===== config.mk =====
export PLATFORM = sky130hd
export DESIGN_NAME = adcsr_core
export DESIGN_NICKNAME = d
export VERILOG_FILES = /design/src/pkg/adcsr_pkg.sv /design/src/pkg/adcsr_shift_if.sv /design/src/rtl/adcsr_core.sv /design/src/rtl/adcsr_shifter.sv /design/src/rtl/adcsr_sync.sv
export SDC_FILE = /design/constraint.sdc
export NUM_CORES = 1
export LEC_CHECK = 0
export ABC_CLOCK_PERIOD_IN_PS = 5100
export BUFFER_PORTS_ARGS = -buffer_cell sky130_fd_sc_hd__buf_4
export CORE_MARGIN = 2
export CORE_UTILIZATION = 45
export CTS_BUF_LIST = sky130_fd_sc_hd__clkbuf_8
export CTS_CLUSTER_SIZE = 12
export DETAILED_ROUTE_END_ITERATION = 10
export PLACE_DENSITY = 0.67
export SKIP_LAST_GASP = 1
export SLEW_MARGIN = 10
export SYNTH_ARGS = -nofsm -noshare
export SYNTH_HDL_FRONTEND = slang
export SYNTH_SLANG_ARGS = --single-unit

===== constraint.sdc =====
create_clock -name i_clk -period 5.1 [get_ports i_clk]
set_clock_uncertainty 0.05 [all_clocks]
set_input_delay 0.765 -clock i_clk [delete_from_list [all_inputs] [get_ports i_clk]]
set_output_delay 0.765 -clock i_clk [all_outputs]
set_load 0.01 [all_outputs]

===== src/pkg/adcsr_pkg.sv =====
// package: constants for the serial readout converter block
package adcsr_pkg;
  localparam int          CLK_PERIOD_NS  = 10;
  localparam int          T_CONV_MIN_NS  = 500;
  localparam int          T_CONV_MAX_NS  = 2200;
  localparam int          CONV_MIN_CYC   = (T_CONV_MIN_NS + CLK_PERIOD_NS - 1) / CLK_PERIOD_NS;
  localparam int          CONV_MAX_CYC   = T_CONV_MAX_NS / CLK_PERIOD_NS;
  localparam int          RES_W          = 16;
  localparam int          SH_W           = RES_W + 1;
  localparam int          CNT_W          = 16;
  localparam logic [4:0]  FALLS_NO_BUSY  = 5'h10;
  localparam logic [4:0]  FALLS_BUSY     = 5'h11;
  localparam logic [7:0]  OFF_SAMPLE     = 8'h00;
  localparam logic [7:0]  OFF_CONV_TIME  = 8'h04;
  localparam logic [7:0]  OFF_STATUS     = 8'h08;
  localparam logic [7:0]  OFF_RESULT     = 8'h0c;
  localparam logic [15:0] SAMPLE_RESET   = 16'h8000;
  localparam logic [15:0] EXTRA_RESET    = 16'h0000;
  typedef enum logic [1:0] {ST_ACQ, ST_CONV, ST_READ} adcsr_state_t;
endpackage


===== src/pkg/adcsr_shift_if.sv =====
// interface: control and data between core and output shifter
interface adcsr_shift_if;
  import adcsr_pkg::*;
  logic            load;
  logic [SH_W-1:0] load_word;
  logic            shift;
  logic            shift_in;
  logic            msb;
  modport ctrl (output load, output load_word, output shift, output shift_in, input msb);
  modport shreg (input load, input load_word, input shift, input shift_in, output msb);
endinterface


===== src/rtl/adcsr_core.sv =====
// converter control: mode select, conversion timing, serial readout, apb registers
// Summary of operation
// RQ1 - data-in level at start rise picks mode
// RQ2 - tied data-in and start gives chain
// RQ3 - optional start bit ahead of result
// RQ4 - without busy host waits max conversion time
// RQ5 - select mode: busy if start/data-in low
// RQ6 - chain mode: busy if sclk high at rise
// RQ7 - 3-wire uses start, 4-wire adds select
// RQ8 - start rise begins conversion, output high-z
// RQ9 - conversion runs to end regardless of start
// RQ10 - host raises start early to suppress busy
// RQ11 - host holds start low to get busy
// RQ12 - after conversion return to acquisition, power down
// RQ13 - no busy: msb on start fall, shift
// RQ14 - data held across both sclk edges
// RQ15 - no busy: high-z after 16 falls
// RQ16 - busy: high-z until conversion completes
// RQ17 - busy: drive low at conversion end
// RQ18 - busy: result msb first on falls
// RQ19 - busy: high-z after 17 falls
// RQ20 - internal conversion clock, sclk not needed
// RQ21 - conversion end within min/max window
//
// Implementation choices: register access over APB and the register offsets.
module adcsr_core
  import adcsr_pkg::*;
#(
  parameter int ADDR_W = 8
) (
  input  wire logic              i_clk,
  input  wire logic              i_reset,
  input  wire logic              i_psel,
  input  wire logic              i_penable,
  input  wire logic              i_pwrite,
  input  wire logic [ADDR_W-1:0] i_paddr,
  input  wire logic [31:0]       i_pwdata,
  output logic      [31:0]       o_prdata,
  output logic                   o_pready,
  output logic                   o_pslverr,
  input  wire logic              i_convert_start,
  input  wire logic              i_serial_data_in,
  input  wire logic              i_sclk,
  output logic                   o_serial_data_out,
  output logic                   o_serial_data_out_oe,
  output logic                   o_converting,
  output logic                   o_powered_down
);
  adcsr_shift_if sh ();

  logic [2:0]       pins_s;
  logic             cst_s;
  logic             din_s;
  logic             sclk_s;
  logic             cst_p;
  logic             din_p;
  logic             sclk_p;
  adcsr_state_t     state_q;
  adcsr_state_t     state_d;
  logic             cs_mode_q;
  logic             busy_q;
  logic             oe_q;
  logic             oe_d;
  logic [CNT_W-1:0] conv_cnt_q;
  logic [4:0]       falls_q;
  logic [15:0]      sample_q;
  logic [15:0]      extra_q;
  logic [15:0]      result_q;
  logic [31:0]      prdata_q;
  logic             pready_q;
  logic             pslverr_q;
  logic             converting_q;
  logic             pdown_q;

  adcsr_sync #(
    .W (3)
  ) u_sync (
    .i_clk   (i_clk),
    .i_reset (i_reset),
    .i_async ({i_convert_start, i_serial_data_in, i_sclk}),
    .o_sync  (pins_s)
  );

  adcsr_shifter u_shifter (
    .i_clk   (i_clk),
    .i_reset (i_reset),
    .sh      (sh)
  );

  assign cst_s  = pins_s[2];
  assign din_s  = pins_s[1];
  assign sclk_s = pins_s[0];

  // edge detection on the synchronised pin levels
  wire cst_rise  = cst_s & ~cst_p;
  wire sclk_fall = ~sclk_s & sclk_p;
  // read select is low start (3-wire) or low data-in (4-wire)
  wire sel_s     = ~(cst_s & din_s); // RQ7
  wire sel_p     = ~(cst_p & din_p);
  wire sel_on    = sel_s & ~sel_p;
  wire sel_off   = ~sel_s & sel_p;
  wire converting = (state_q == ST_CONV);

  // data-in taken a cycle before the edge, so a tied start reads low
  wire start_conv = cst_rise & ~converting; // RQ9
  wire new_mode   = din_p; // RQ1 RQ2
  wire new_busy   = ~din_p & sclk_p; // RQ6

  // conversion length from register, clamped into the legal window
  wire [CNT_W:0] end_raw = CNT_W'(CONV_MIN_CYC) + {1'b0, extra_q};
  wire [CNT_W-1:0] end_cyc = (end_raw > (CNT_W+1)'(CONV_MAX_CYC)) ?
                             CNT_W'(CONV_MAX_CYC) : end_raw[CNT_W-1:0]; // RQ21
  wire conv_done = converting & (conv_cnt_q == end_cyc - 1'b1); // RQ20

  wire       end_busy  = cs_mode_q ? sel_s : busy_q; // RQ5 RQ10 RQ11
  wire [4:0] fall_lim  = busy_q ? FALLS_BUSY : FALLS_NO_BUSY;
  wire       last_fall = cs_mode_q & (falls_q == fall_lim - 1'b1);
  wire       shifting  = (state_q == ST_READ) & sclk_fall & (oe_q | ~cs_mode_q);

  // start bit: low in select mode, high in chain mode
  wire [SH_W-1:0] cs_word    = end_busy ? {1'b0, sample_q} : {sample_q, 1'b0}; // RQ3
  wire [SH_W-1:0] chain_word = end_busy ? {1'b1, sample_q} : {sample_q, din_s};

  assign sh.load      = conv_done;
  assign sh.load_word = cs_mode_q ? cs_word : chain_word;
  assign sh.shift     = shifting; // RQ13 RQ14 RQ18
  assign sh.shift_in  = din_s;

  always_comb begin
    state_d = state_q;
    oe_d    = oe_q;
    case (state_q)
      ST_ACQ, ST_READ: begin
        if (start_conv) begin
          state_d = ST_CONV;
          oe_d    = 1'b0; // RQ8
        end else if (state_q == ST_READ) begin
          if (!cs_mode_q) begin
            oe_d = 1'b1;
          end else if (sel_off) begin
            oe_d = 1'b0; // RQ15 RQ19
          end else if (shifting && last_fall) begin
            oe_d = 1'b0; // RQ15 RQ19
          end else if (sel_on && !busy_q && falls_q == '0) begin
            oe_d = 1'b1; // RQ13
          end
        end
      end
      ST_CONV: begin
        oe_d = 1'b0; // RQ16
        if (conv_done) begin
          state_d = ST_READ; // RQ12
          oe_d    = cs_mode_q ? end_busy : 1'b1; // RQ17
        end
      end
      default: begin
        state_d = ST_ACQ;
        oe_d    = 1'b0;
      end
    endcase
  end

  always_ff @(posedge i_clk or posedge i_reset) begin
    if (i_reset) begin
      cst_p   <= 1'b0;
      din_p   <= 1'b0;
      sclk_p  <= 1'b0;
      state_q <= ST_ACQ;
      oe_q    <= 1'b0;
    end else begin
      cst_p   <= cst_s;
      din_p   <= din_s;
      sclk_p  <= sclk_s;
      state_q <= state_d;
      oe_q    <= oe_d;
    end
  end

  // mode and chain busy choice are latched at the start edge, select busy at conversion end
  always_ff @(posedge i_clk or posedge i_reset) begin
    if (i_reset) begin
      cs_mode_q <= 1'b1;
      busy_q    <= 1'b0;
    end else if (start_conv) begin
      cs_mode_q <= new_mode; // RQ1
      busy_q    <= new_busy; // RQ6
    end else if (conv_done) begin
      busy_q    <= end_busy; // RQ5
    end
  end

  // internal conversion timer, independent of sclk
  always_ff @(posedge i_clk or posedge i_reset) begin
    if (i_reset) begin
      conv_cnt_q <= '0;
    end else if (start_conv) begin
      conv_cnt_q <= '0;
    end else if (converting) begin
      conv_cnt_q <= conv_cnt_q + 1'b1; // RQ20
    end
  end

  always_ff @(posedge i_clk or posedge i_reset) begin
    if (i_reset) begin
      falls_q <= '0;
    end else if (start_conv || conv_done) begin
      falls_q <= '0;
    end else if (shifting && cs_mode_q) begin
      falls_q <= falls_q + 1'b1;
    end
  end

  always_ff @(posedge i_clk or posedge i_reset) begin
    if (i_reset) begin
      result_q     <= '0;
      converting_q <= 1'b0;
      pdown_q      <= 1'b1;
    end else begin
      if (conv_done) begin
        result_q <= sample_q;
      end
      converting_q <= (state_d == ST_CONV);
      pdown_q      <= (state_d != ST_CONV); // RQ12
    end
  end

  // apb slave: one wait state, write lands on the completing edge
  wire        apb_acc  = i_psel & i_penable;
  wire [7:0]  addr8    = 8'(i_paddr);
  wire        hit_smp  = (addr8 == OFF_SAMPLE);
  wire        hit_ext  = (addr8 == OFF_CONV_TIME);
  wire        hit_sts  = (addr8 == OFF_STATUS);
  wire        hit_res  = (addr8 == OFF_RESULT);
  wire        mapped   = hit_smp | hit_ext | hit_sts | hit_res;
  wire [31:0] status_w = {22'h0, falls_q, oe_q, busy_q, cs_mode_q, converting, 1'b0};
  wire [31:0] rd_mux   = hit_smp ? {16'h0, sample_q} :
                         hit_ext ? {16'h0, extra_q} :
                         hit_sts ? status_w :
                         hit_res ? {16'h0, result_q} : 32'h0;
  wire        wr_fire  = apb_acc & pready_q & i_pwrite & mapped;

  always_ff @(posedge i_clk or posedge i_reset) begin
    if (i_reset) begin
      pready_q  <= 1'b0;
      pslverr_q <= 1'b0;
      prdata_q  <= '0;
    end else begin
      pready_q  <= apb_acc & ~pready_q;
      pslverr_q <= apb_acc & ~pready_q & ~mapped;
      prdata_q  <= (apb_acc & ~pready_q & ~i_pwrite) ? rd_mux : 32'h0;
    end
  end

  always_ff @(posedge i_clk or posedge i_reset) begin
    if (i_reset) begin
      sample_q <= SAMPLE_RESET;
      extra_q  <= EXTRA_RESET;
    end else if (wr_fire) begin
      if (hit_smp) begin
        sample_q <= i_pwdata[15:0];
      end
      if (hit_ext) begin
        extra_q <= i_pwdata[15:0];
      end
    end
  end

  assign o_prdata             = prdata_q;
  assign o_pready             = pready_q;
  assign o_pslverr            = pslverr_q;
  assign o_serial_data_out    = sh.msb;
  assign o_serial_data_out_oe = oe_q;
  assign o_converting         = converting_q;
  assign o_powered_down       = pdown_q;

  // checks
  a_mode_latch: assert property (@(posedge i_clk) disable iff (i_reset)
    start_conv |=> cs_mode_q == $past(din_p)) else $error("mode not latched"); // RQ1
  a_tied_chain: assert property (@(posedge i_clk) disable iff (i_reset)
    start_conv && (cst_p == din_p) |=> !cs_mode_q) else $error("tied pins gave select"); // RQ2
  a_chain_busy: assert property (@(posedge i_clk) disable iff (i_reset)
    start_conv && !din_p |=> busy_q == $past(sclk_p)) else $error("chain busy wrong"); // RQ6
  a_conv_hiz: assert property (@(posedge i_clk) disable iff (i_reset)
    state_q == ST_CONV |-> !o_serial_data_out_oe) else $error("driven in conversion"); // RQ16
  a_conv_min: assert property (@(posedge i_clk) disable iff (i_reset)
    converting && conv_cnt_q < CNT_W'(CONV_MIN_CYC - 1) |=> state_q == ST_CONV)
    else $error("conversion ended early"); // RQ9
  a_conv_max: assert property (@(posedge i_clk) disable iff (i_reset)
    converting |-> conv_cnt_q < CNT_W'(CONV_MAX_CYC)) else $error("conversion too long"); // RQ21
  a_busy_start: assert property (@(posedge i_clk) disable iff (i_reset)
    conv_done && cs_mode_q && sel_s |=> ##1 oe_q && !o_serial_data_out)
    else $error("busy start bit missing"); // RQ17
  a_msb_first: assert property (@(posedge i_clk) disable iff (i_reset)
    state_q == ST_READ && cs_mode_q && !busy_q && sel_on && falls_q == '0 && !start_conv
    |=> oe_q && o_serial_data_out == result_q[15]) else $error("msb not driven"); // RQ13
  a_fall_release: assert property (@(posedge i_clk) disable iff (i_reset)
    shifting && last_fall && !start_conv |=> !oe_q) else $error("no release on last fall"); // RQ15
  a_desel_release: assert property (@(posedge i_clk) disable iff (i_reset)
    state_q == ST_READ && cs_mode_q && sel_off |=> !oe_q)
    else $error("no release on deselect"); // RQ19
  a_conv_start: assert property (@(posedge i_clk) disable iff (i_reset) // RQ8
    start_conv |=> state_q == ST_CONV && !oe_q)
    else $error("start edge did not begin conversion");
  a_start_ignored: assert property (@(posedge i_clk) disable iff (i_reset) // RQ9
    converting && cst_rise && !conv_done |=> state_q == ST_CONV)
    else $error("conversion cut by start edge");
  a_acq_return: assert property (@(posedge i_clk) disable iff (i_reset) // RQ12
    conv_done |=> state_q == ST_READ && o_powered_down)
    else $error("no return to acquisition");
  a_pdown_level: assert property (@(posedge i_clk) disable iff (i_reset) // RQ12
    converting |-> o_converting && !o_powered_down)
    else $error("power state wrong in conversion");
  a_select_busy: assert property (@(posedge i_clk) disable iff (i_reset) // RQ5
    conv_done && cs_mode_q |=> busy_q == $past(sel_s))
    else $error("select busy choice wrong");
  a_nobusy_hiz: assert property (@(posedge i_clk) disable iff (i_reset) // RQ13
    conv_done && cs_mode_q && !sel_s |=> !oe_q)
    else $error("driven before select");
  a_chain_drive: assert property (@(posedge i_clk) disable iff (i_reset) // RQ3
    conv_done && !cs_mode_q |=> oe_q && o_serial_data_out == ($past(busy_q) | $past(sample_q[15])))
    else $error("chain first bit wrong");
  a_chain_oe: assert property (@(posedge i_clk) disable iff (i_reset) // RQ3
    state_q == ST_READ && !cs_mode_q && !start_conv |=> oe_q)
    else $error("chain output released");
  a_fall_count: assert property (@(posedge i_clk) disable iff (i_reset) // RQ19
    state_q == ST_READ && cs_mode_q |-> falls_q <= FALLS_BUSY)
    else $error("too many falls counted");
  a_busy_limit: assert property (@(posedge i_clk) disable iff (i_reset) // RQ19
    state_q == ST_READ && cs_mode_q && busy_q && oe_q |-> falls_q < FALLS_BUSY)
    else $error("driven past last busy fall");
  a_mode_hold: assert property (@(posedge i_clk) disable iff (i_reset) // RQ1
    !start_conv |=> cs_mode_q == $past(cs_mode_q))
    else $error("mode changed without start");
  a_conv_floor: assert property (@(posedge i_clk) disable iff (i_reset) // RQ21
    conv_done |-> conv_cnt_q >= CNT_W'(CONV_MIN_CYC - 1))
    else $error("conversion shorter than minimum");
  a_result_take: assert property (@(posedge i_clk) disable iff (i_reset) // RQ21
    conv_done |=> result_q == $past(sample_q))
    else $error("result not captured");
  a_cnt_clear: assert property (@(posedge i_clk) disable iff (i_reset) // RQ20
    start_conv |=> conv_cnt_q == '0)
    else $error("timer not cleared");
  a_falls_clear: assert property (@(posedge i_clk) disable iff (i_reset) // RQ18
    conv_done |=> falls_q == '0)
    else $error("fall count not cleared");
endmodule


===== src/rtl/adcsr_shifter.sv =====
// output shift register; msb drives the serial output
module adcsr_shifter
  import adcsr_pkg::*;
(
  input  wire logic  i_clk,
  input  wire logic  i_reset,
  adcsr_shift_if.shreg sh
);
  logic [SH_W-1:0] word_q;

  always_ff @(posedge i_clk or posedge i_reset) begin
    if (i_reset) begin
      word_q <= '0;
    end else if (sh.load) begin
      word_q <= sh.load_word;
    end else if (sh.shift) begin
      word_q <= {word_q[SH_W-2:0], sh.shift_in};
    end
  end

  assign sh.msb = word_q[SH_W-1];
endmodule


===== src/rtl/adcsr_sync.sv =====
// two-flop synchroniser for pin inputs
module adcsr_sync #(
  parameter int W = 3
) (
  input  wire logic         i_clk,
  input  wire logic         i_reset,
  input  wire logic [W-1:0] i_async,
  output logic      [W-1:0] o_sync
);
  logic [W-1:0] meta_q;

  // first stage feeds only the second stage
  always_ff @(posedge i_clk or posedge i_reset) begin
    if (i_reset) begin
      meta_q <= '0;
      o_sync <= '0;
    end else begin
      meta_q <= i_async;
      o_sync <= meta_q;
    end
  end
endmodule


==> results.yml, run 1 <==
outcome:
  status: "finished, final reports clean"
finish:
  multi_input_area_um2: 2970
  final_layout_size_suffix_gt1_share_pct: 28.7
  nets: 680
  area_growth_pct: 13.5
  insertedDiodeCount: 0
  mostFrequentLayoutCell: "dfrtp_1"
  fillers: 1250
  final_cell_mix: "dfrtp_1 (117), buf_4 (63), nor2_1 (54), mux2_2 (47), nand2_1 (40)"
  ff_latch_area_um2: 3010
critical_path:
  rrSetupSlack_ns: 0.25
  worstSetupPathType: "reg2reg"
  worstReg2RegStart: "extra_q[1]"
  worstReg2RegEnd: "u_shifter.word_q[9]"
  worstSetupEndpointType: "flop"
  critical_path_arrival_ns: 5.14
  required_ns: 5.39
  cp_max_fo: 16
  ff2ff_path_depth: 15
  startpoint_type: "flop"
timing:
  fin_setup_tns_ns: 0
  drv_slew: 0
  rsz0062_at_grt: "false"
  finalWorstPathRequiredPeriod_ns: 4.85
  worst_slack_ns: 0.251
  min_period_over_period_pct: 95.1
  fmax_ghz: 0.206
  slew_headroom_pct: 28.5
  worstMarginPinSlew_ns: 1.07
  setup_viol: 0
  hold_violations: 0
synth:
  synth_cell_types: 76
  synthFlopType: "dfrtp_1"
  synth-edff-count: 0
  yosys_warnings: 0
  yosysTopAreaCell: "dfrtp_1"
  async_flop_share_pct: 100
  syn_inst: 579
  synth.top_cell.area_share_pct: 46.4
  ys_ff_latch: 120
  avgSynthCellArea_um2: 10.9
  syn_area_um2: 6310
  ys_seq_area_share_pct: 47.7
  synthTopCellsByArea: "dfrtp_1 (46%), mux2_2 (8.4%), mux2i_1 (3.5%), nor2_1 (3.2%), nand2_1 (2.4%)"
route:
  dr.pass1.iters: 7
  final_antenna_net_count: 0
  num_vias: 4699
  dr.first_iter.drc_count: 494
  post-route-drc-count: 0
  via_per_inst: 5.73
  finalWirelength_um: 14700
  wl_per_cell_um: 17.9
global_route:
  grt_pass1_wl_um: 23900
  grt_pass1_vias: 4548
  grt_start_max_net_pins: 90
  grt_overflow: 0
  grtUsageTotal_pct: 20.8
  antenna_found_initial: 0
placement:
  portBuffers: 53
  hpwl_um: 10200
  place_ws_ns: 0.146
  gp_congestion: 0.857
floorplanning:
  rows: 43
  io_pins: 86
  die-area_um2: 15000
  die_w_um: 122
  core-area_um2: 13800
  initial_core_util_pct: 45.8
  dieHeight_um: 122
clock_tree:
  cts_root_buf: "clkbuf_8"
  cts-hold-fix-buffers: 0
  clk_latency_ns: 0.45
  clkTransAtPathRegs_ns: 0.08
  clock-sinks: 120
  h-tree-depth: 4
  tritoncts: "built"
  cts_max_path_buffers: 2
  cts_made_buffers: 17
  post-cts-setup-buffer-count: 0
pwr:
  p_leak_nw: 3.44
  p_total_mw: 2.33
  ir_drop_mv: 0.166
  power_density_nw_per_um2: 326
min_path:
  worstHoldEndpoint: "u_sync.o_sync[0]"
  hp-class: "reg2reg"
  min_path_cells: 0
  min_from: "u_sync.meta_q[0]"
run:
  maxCapViolCount: 0
[Yosys cell counts (4+ instances only)]
master	count
a2111oi_0	17
a21o_1	10
a21oi_1	6
a21oi_2	6
buf_4	16
buf_6	4
clkbuf_1	20
dfrtp_1	117
ha_1	5
inv_1	18
mux2_2	47
mux2_4	9
mux2i_1	22
nand2_1	40
nand2b_1	5
nand3_1	27
nand4_1	7
nor2_1	54
nor3_1	4
nor4_1	7
o211ai_1	5
o21ai_0	22
o22ai_1	15
o31ai_1	4
or3_1	5
xnor2_1	7
xor2_1	9
[cell type report]
class / instances / area share (%)
clock buffer: 20 / 3.84
clock inverter: 12 / 1.94
inverter: 18 / 0.979
multi-input combinational: 407 / 41.5
sequential: 120 / 42.0
tap: 180 / 3.15
timing repair buffer: 63 / 6.61
[sequential cells by signal, summed over array words and instances, names as in the netlist, 2 cells and up]
name,cells
u_sync.meta_q,3
o_prdata,16
extra_q,16
falls_q,5
u_sync.o_sync,3
result_q,16
state_q,2
conv_cnt_q,16
u_shifter.word_q,17
sample_q,16
[per-stage QoR]
stage	util [%]	hold slack, ns	cell area [um2]	instances
final	52.0	0.299	7160	820
after global routing	52.0	0.306	7160	820
after CTS	52.0	0.301	7160	820
after detailed placement	49.0	0.285	6740	788
after global placement	49.0	0.285	6740	788
after floorplan	-	0.281	6360	594
[what timing repair did]
action,in CTS,in global routing
gates resized for setup,0,1
setup endpoints to repair,0,16
hold endpoints to repair,0,0
[how the worst max path moves through the flow]
stage / from / endpoint / cells past startpoint
2_1_floorplan: extra_q[1] / u_shifter.word_q[1] / 19
3_3_place_gp: extra_q[1] / u_shifter.word_q[9] / 15
3_5_place_dp: extra_q[1] / u_shifter.word_q[9] / 15
4_1_cts: extra_q[1] / u_shifter.word_q[9] / 15
5_1_grt: extra_q[1] / u_shifter.word_q[3] / 15
6_report: extra_q[1] / u_shifter.word_q[9] / 15
[worst max-delay path, stage by stage, from the launching register on]
cell and delay [ns]:
dfrtp_1 0.38, ha_1 0.32, a211oi_4 0.41, mux2i_1 0.13, o41a_1 0.34, or4_1 0.53, or3_2 0.46, ha_1 0.21
xor2_1 0.29, nand3_1 0.11, or3b_2 0.46, o31a_2 0.12, nand3_1 0.16, o2111ai_4 0.17, and2_2 0.37, a21o_1 0.24
[report_power, final]
| group | internal, mW | leakage, nW | switching [mW] | total [mW] |
|---|---|---|---|---|
| Clock | 0.478 | 0.198 | 0.411 | 0.889 |
| Sequential | 1.01 | 1.62 | 0.0727 | 1.09 |
| Combinational | 0.156 | 1.62 | 0.201 | 0.357 |
[per-layer routing]
layer / share of wire (%) / wire (um) / GRT usage (%)
met4: 1.7 / 257 / 7.54
met5: 0 / 0 / 0
met1: 45 / 6650 / 28.5
met3: 4.7 / 694 / 4.23
met2: 48 / 7100 / 32.6
[kinds of logic after synthesis]
logic type / count (synthesis) / synth area share (%)
AOI/OAI and AO/OA: 112 / 13.7
xor gates and xnor gates: 19 / 3.37
adders and majority gates: 5 / 0.992
buffers and inverters: 67 / 6.31
DFF: 120 / 47.7
muxes: 78 / 14.0
other: 1 / 0.0595
and+or+nand+nor: 177 / 13.9
Note: power is estimated with default switching activity, not from simulation.
==> run 2, diff against run 1 <==
- CORE_UTILIZATION: 45 -> 50
- GPL_TIMING_DRIVEN: not set -> 0
- PLACE_DENSITY: 0.67 -> 0.74
==> results.yml, run 2 (same netlist as run 1, synthesis figures left out) <==
critical_path:
  worstReg2RegStart: "extra_q[1]"
  rrSetupSlack_ns: 0.07
  required_ns: 5.39
  startpoint_type: "flop"
  cp_max_fo: 10
  worstSetupPathType: "reg2reg"
  crit_end: "u_shifter.word_q[3]"
  ff2ff_path_depth: 18
  worstSetupEndpointType: "flop"
  startpoint: "extra_q[1]"
  worstReg2RegEnd: "u_shifter.word_q[3]"
  critical_path_arrival_ns: 5.32
route:
  dr.pass1.iters: 5
  final_antenna_net_count: 0
  dr.first_iter.drc_count: 497
  num_vias: 4863
  finalWirelength_um: 15100
  wl_per_cell_um: 17.7
  post-route-drc-count: 0
  via_per_inst: 5.69
clock_tree:
  clkTransAtPathRegs_ns: 0.08
  clock-sinks: 120
  cts_max_path_buffers: 2
  h-tree-depth: 4
  cts_made_buffers: 17
  cts_root_buf: "clkbuf_8"
  cts-hold-fix-buffers: 0
  tritoncts: "built"
  clk_latency_ns: 0.45
pwr:
  p_total_mw: 2.38
  power_density_nw_per_um2: 317
  p_leak_nw: 3.63
  ir_drop_mv: 0.185
floorplanning:
  dieHeight_um: 116
  initial_core_util_pct: 50.6
  die-area_um2: 13500
  io_pins: 86
  core-area_um2: 12500
  rows: 41
  die_w_um: 116
global_route:
  grt_start_max_net_pins: 94
  grtUsageTotal_pct: 23.3
  grt_pass1_vias: 4655
  grt_pass1_wl_um: 23700
  antenna_found_initial: 0
  grt_overflow: 0
placement:
  portBuffers: 51
  gp_congestion: 0.825
  hpwl_um: 10700
finish:
  nets: 723
  final_layout_size_suffix_gt1_share_pct: 31.0
  final_cell_mix: "dfrtp_1 (115), buf_4 (72), nor2_1 (54), mux2_2 (47), nand2_1 (40)"
  mostFrequentLayoutCell: "dfrtp_1"
  largest_reg_flops: 17
  largest_register: "u_shifter.word_q"
  fillers: 1044
  insertedDiodeCount: 0
  area_growth_pct: 19.3
timing:
  fin_setup_tns_ns: 0
  setup_viol: 0
  hold_violations: 0
  finalWorstPathRequiredPeriod_ns: 5.03
  min_period_over_period_pct: 98.6
  fmax_ghz: 0.199
  slew_headroom_pct: 42.1
  worstMarginPinSlew_ns: 0.846
  drv_slew: 0
  rsz0062_at_grt: "true"
outcome:
  status: "finished, final reports clean"
run:
  maxCapViolCount: 0
min_path:
  hp-class: "in2async"
==> run 2: final cells by class <==
cell class              instances  area, um2  area share [%]
plain buffers                  49        330            4.39
clock buffers                  19        262            3.47
clock inverters                13        155            2.06
inverters                      18       72.6           0.964
multi-input cells             407       3030            40.3
flip-flops and latches        120       3010            40.0
well taps                     172        215            2.86
repair buffers                 57        448            5.95
==> run 2: how the worst min path moves through the flow <==
stage / end / slack (ns) / cells past startpoint
2_1_floorplan: u_sync.o_sync[0] / 0.28 / 0
3_3_place_gp: u_sync.o_sync[2] / 0.29 / 0
3_5_place_dp: u_sync.o_sync[1] / 0.28 / 0
4_1_cts: u_shifter.word_q[16] / 0.21 / 2
5_1_grt: o_serial_data_out_oe / 0.21 / 2
6_report: u_shifter.word_q[16] / 0.22 / 2
==> run 2: metal layers <==
metal	GRT usage [%]	up-vias	part of all wire [%]
met1	30.5	2448	42
li1	-	2247	-
met3	6.49	25	5.0
met2	37.4	143	50
met4	8.57	0	2.2
met5	0	-	0
==> run 2: power breakdown <==
part	total [mW]	internal, mW	leakage, nW	switching (mW)
clock network	0.894	0.506	0.218	0.388
logic	0.426	0.180	1.79	0.246
registers	1.06	1.01	1.62	0.0504
total	2.38	1.70	3.63	0.685
==> run 2: what timing repair did <==
item                                   4_1_cts  5_1_grt
setup buffers                                2        3
gates resized for setup                      4       10
endpoints found under the hold margin        0        0
pin swaps                                    2        2
setup endpoints to repair                   41       25
==> run 2: through the flow <==
stage	utilization (%)	cells	instance area, um2	hold WS, ns	setup WS, ns
global route	60.4	855	7530	0.209	-0.0271
finish	60.4	855	7530	0.219	0.0713
detailed placement	56.1	818	6990	0.285	-0.257
floorplan	-	594	6360	0.281	0.330
global placement	55.8	817	6960	0.288	-0.241
CTS	59.7	852	7440	0.209	0.0249
==> run 2: worst max-delay path, cell delays in order (launching register included) <==
cell	delay [ns]
dfrtp_2	0.43
ha_1	0.19
buf_2	0.17
a211oi_4	0.34
mux2i_1	0.12
o41a_1	0.34
or4_4	0.55
buf_6	0.16
or3_2	0.45
ha_2	0.35
xor2_2	0.18
nand3_2	0.14
or3_4	0.37
o32ai_4	0.16
o2111ai_4	0.21
and2_1	0.22
buf_6	0.13
buf_12	0.14
a21o_1	0.18
==> run 3, diff against run 2 <==
- MAX_ROUTING_LAYER: not set -> met4
==> results.yml, run 3 (same netlist as run 1, synthesis figures left out) <==
route:
  dr.first_iter.drc_count: 412
  finalWirelength_um: 14900
  final_antenna_net_count: 0
  wl_per_cell_um: 17.4
  via_per_inst: 5.66
  post-route-drc-count: 0
  dr.pass1.iters: 5
  num_vias: 4849
placement:
  gp_congestion: 0.846
  place_ws_ns: -0.278
  placed_area_um2: 6990
  portBuffers: 51
  hpwl_um: 10500
pwr:
  ir_drop_mv: 0.268
  p_leak_nw: 3.63
  power_density_nw_per_um2: 323
clock_tree:
  clock-sinks: 120
  clkTransAtPathRegs_ns: 0.08
  clk_latency_ns: 0.45
  cts_root_buf: "clkbuf_8"
  cts_made_buffers: 17
  tritoncts: "built"
  cts-hold-fix-buffers: 0
  cts_max_path_buffers: 2
  h-tree-depth: 4
finish:
  fillers: 1027
  fin_util_pct: 60.6
  insertedDiodeCount: 0
  final_cell_mix: "dfrtp_1 (115), buf_4 (73), nor2_1 (54), mux2_2 (47), nand2_1 (40)"
  largest_register: "u_shifter.word_q"
  final_layout_size_suffix_gt1_share_pct: 31.4
  design_area_um2: 7550
  nets: 724
  area_growth_pct: 19.8
  mostFrequentLayoutCell: "dfrtp_1"
  largest_reg_flops: 17
timing:
  drv_slew: 0
  worst_slack_ns: 0.153
  min_period_over_period_pct: 97.0
  worstMarginPinSlew_ns: 0.872
  hold_violations: 0
  setup_viol: 0
  fmax_ghz: 0.202
  slew_headroom_pct: 41.4
  finalWorstPathRequiredPeriod_ns: 4.95
  fin_setup_tns_ns: 0
floorplanning:
  io_pins: 86
  die_w_um: 116
  rows: 41
  die-area_um2: 13500
  core-area_um2: 12500
  initial_core_util_pct: 50.6
  dieHeight_um: 116
global_route:
  antenna_found_initial: 0
  grt_pass1_wl_um: 23700
  grtUsageTotal_pct: 23.6
  grt_start_max_net_pins: 62
  grt_pass1_vias: 4647
  grt_overflow: 0
outcome:
  status: "finished, final reports clean"
critical_path:
  critical_path_arrival_ns: 5.22
  startpoint_type: "flop"
  worstSetupPathType: "reg2reg"
  required_ns: 5.38
  cp_max_fo: 10
  worstSetupEndpointType: "flop"
min_path:
  hp-class: "reg2reg"
run:
  maxCapViolCount: 0
[run 3: cell types whose count changed in the layout (fill, tap and decap cells not counted), moves of 2 or more]
cell	change
o22ai_1	+2
inv_1	-4
o22ai_2	-2
xor2_2	-2
[run 3: critical path, stage by stage, from the launching register on]
cell       delay (ns)
dfrtp_2          0.43
ha_1             0.19
buf_2            0.17
a211oi_4         0.31
mux2i_1          0.11
o41a_1           0.33
or4_4            0.54
buf_6            0.16
or3_2            0.48
ha_4             0.29
xor2_1           0.16
nand3_2          0.10
or3_2            0.45
o32ai_4          0.16
o2111ai_4        0.20
and2_4           0.22
buf_6            0.13
buf_12           0.14
a21o_1           0.17
[run 3: layout make-up]
| cell class | count | area [um2] | area share [%] |
|---|---|---|---|
| plain buffers | 49 | 330 | 4.37 |
| clock buffers | 20 | 275 | 3.64 |
| clock inverters | 12 | 163 | 2.15 |
| inverters | 18 | 72.6 | 0.961 |
| multi-input cells | 407 | 3030 | 40.2 |
| flip-flops and latches | 120 | 3010 | 39.8 |
| well taps | 172 | 215 | 2.85 |
| repair buffers | 58 | 455 | 6.03 |
[run 3: repair_timing]
action,CTS,global route
pin swaps,1,2
gates cloned,0,0
setup buffers,2,4
endpoints found under the hold margin,0,0
endpoints found under the setup margin,41,33
resized for setup,3,9
[run 3: worst paths after layout]
kind                                        from             endpoint  slack [ns]  depth (start not counted)
max in group asynchronous                i_reset           extra_q[2]        3.96                          3
worst max-delay path                  extra_q[1]  u_shifter.word_q[1]        0.15                         18
worst min register to register  u_sync.meta_q[2]     u_sync.o_sync[2]        0.30                          0
min in group asynchronous                i_reset          o_prdata[8]        0.34                          2
worst max register to register        extra_q[1]  u_shifter.word_q[1]        0.15                         18
worst min-delay path            u_sync.meta_q[2]     u_sync.o_sync[2]        0.30                          0
[run 3: power breakdown]
part | internal, mW | total [mW] | switching (mW)
Clock | 0.528 | 0.943 | 0.414
Combinational | 0.184 | 0.430 | 0.246
Sequential | 1.01 | 1.07 | 0.0524
[run 3: layer usage]
metal	GRT usage (%)	vias to the layer above	share of wire (%)
met4	7.14	0	1.6
met2	37.6	144	50
met5	-	-	0
met3	5.03	22	4.9
li1	-	2256	-
met1	30.6	2427	43
[run 3: stage by stage]
stage,hold WS [ns],cells,total power [mW]
global route,0.308,856,2.54
global placement,0.287,817,1.46
detailed placement,0.285,818,1.48
CTS,0.301,852,2.42
floorplan,0.281,594,1.36
finish,0.298,856,2.44
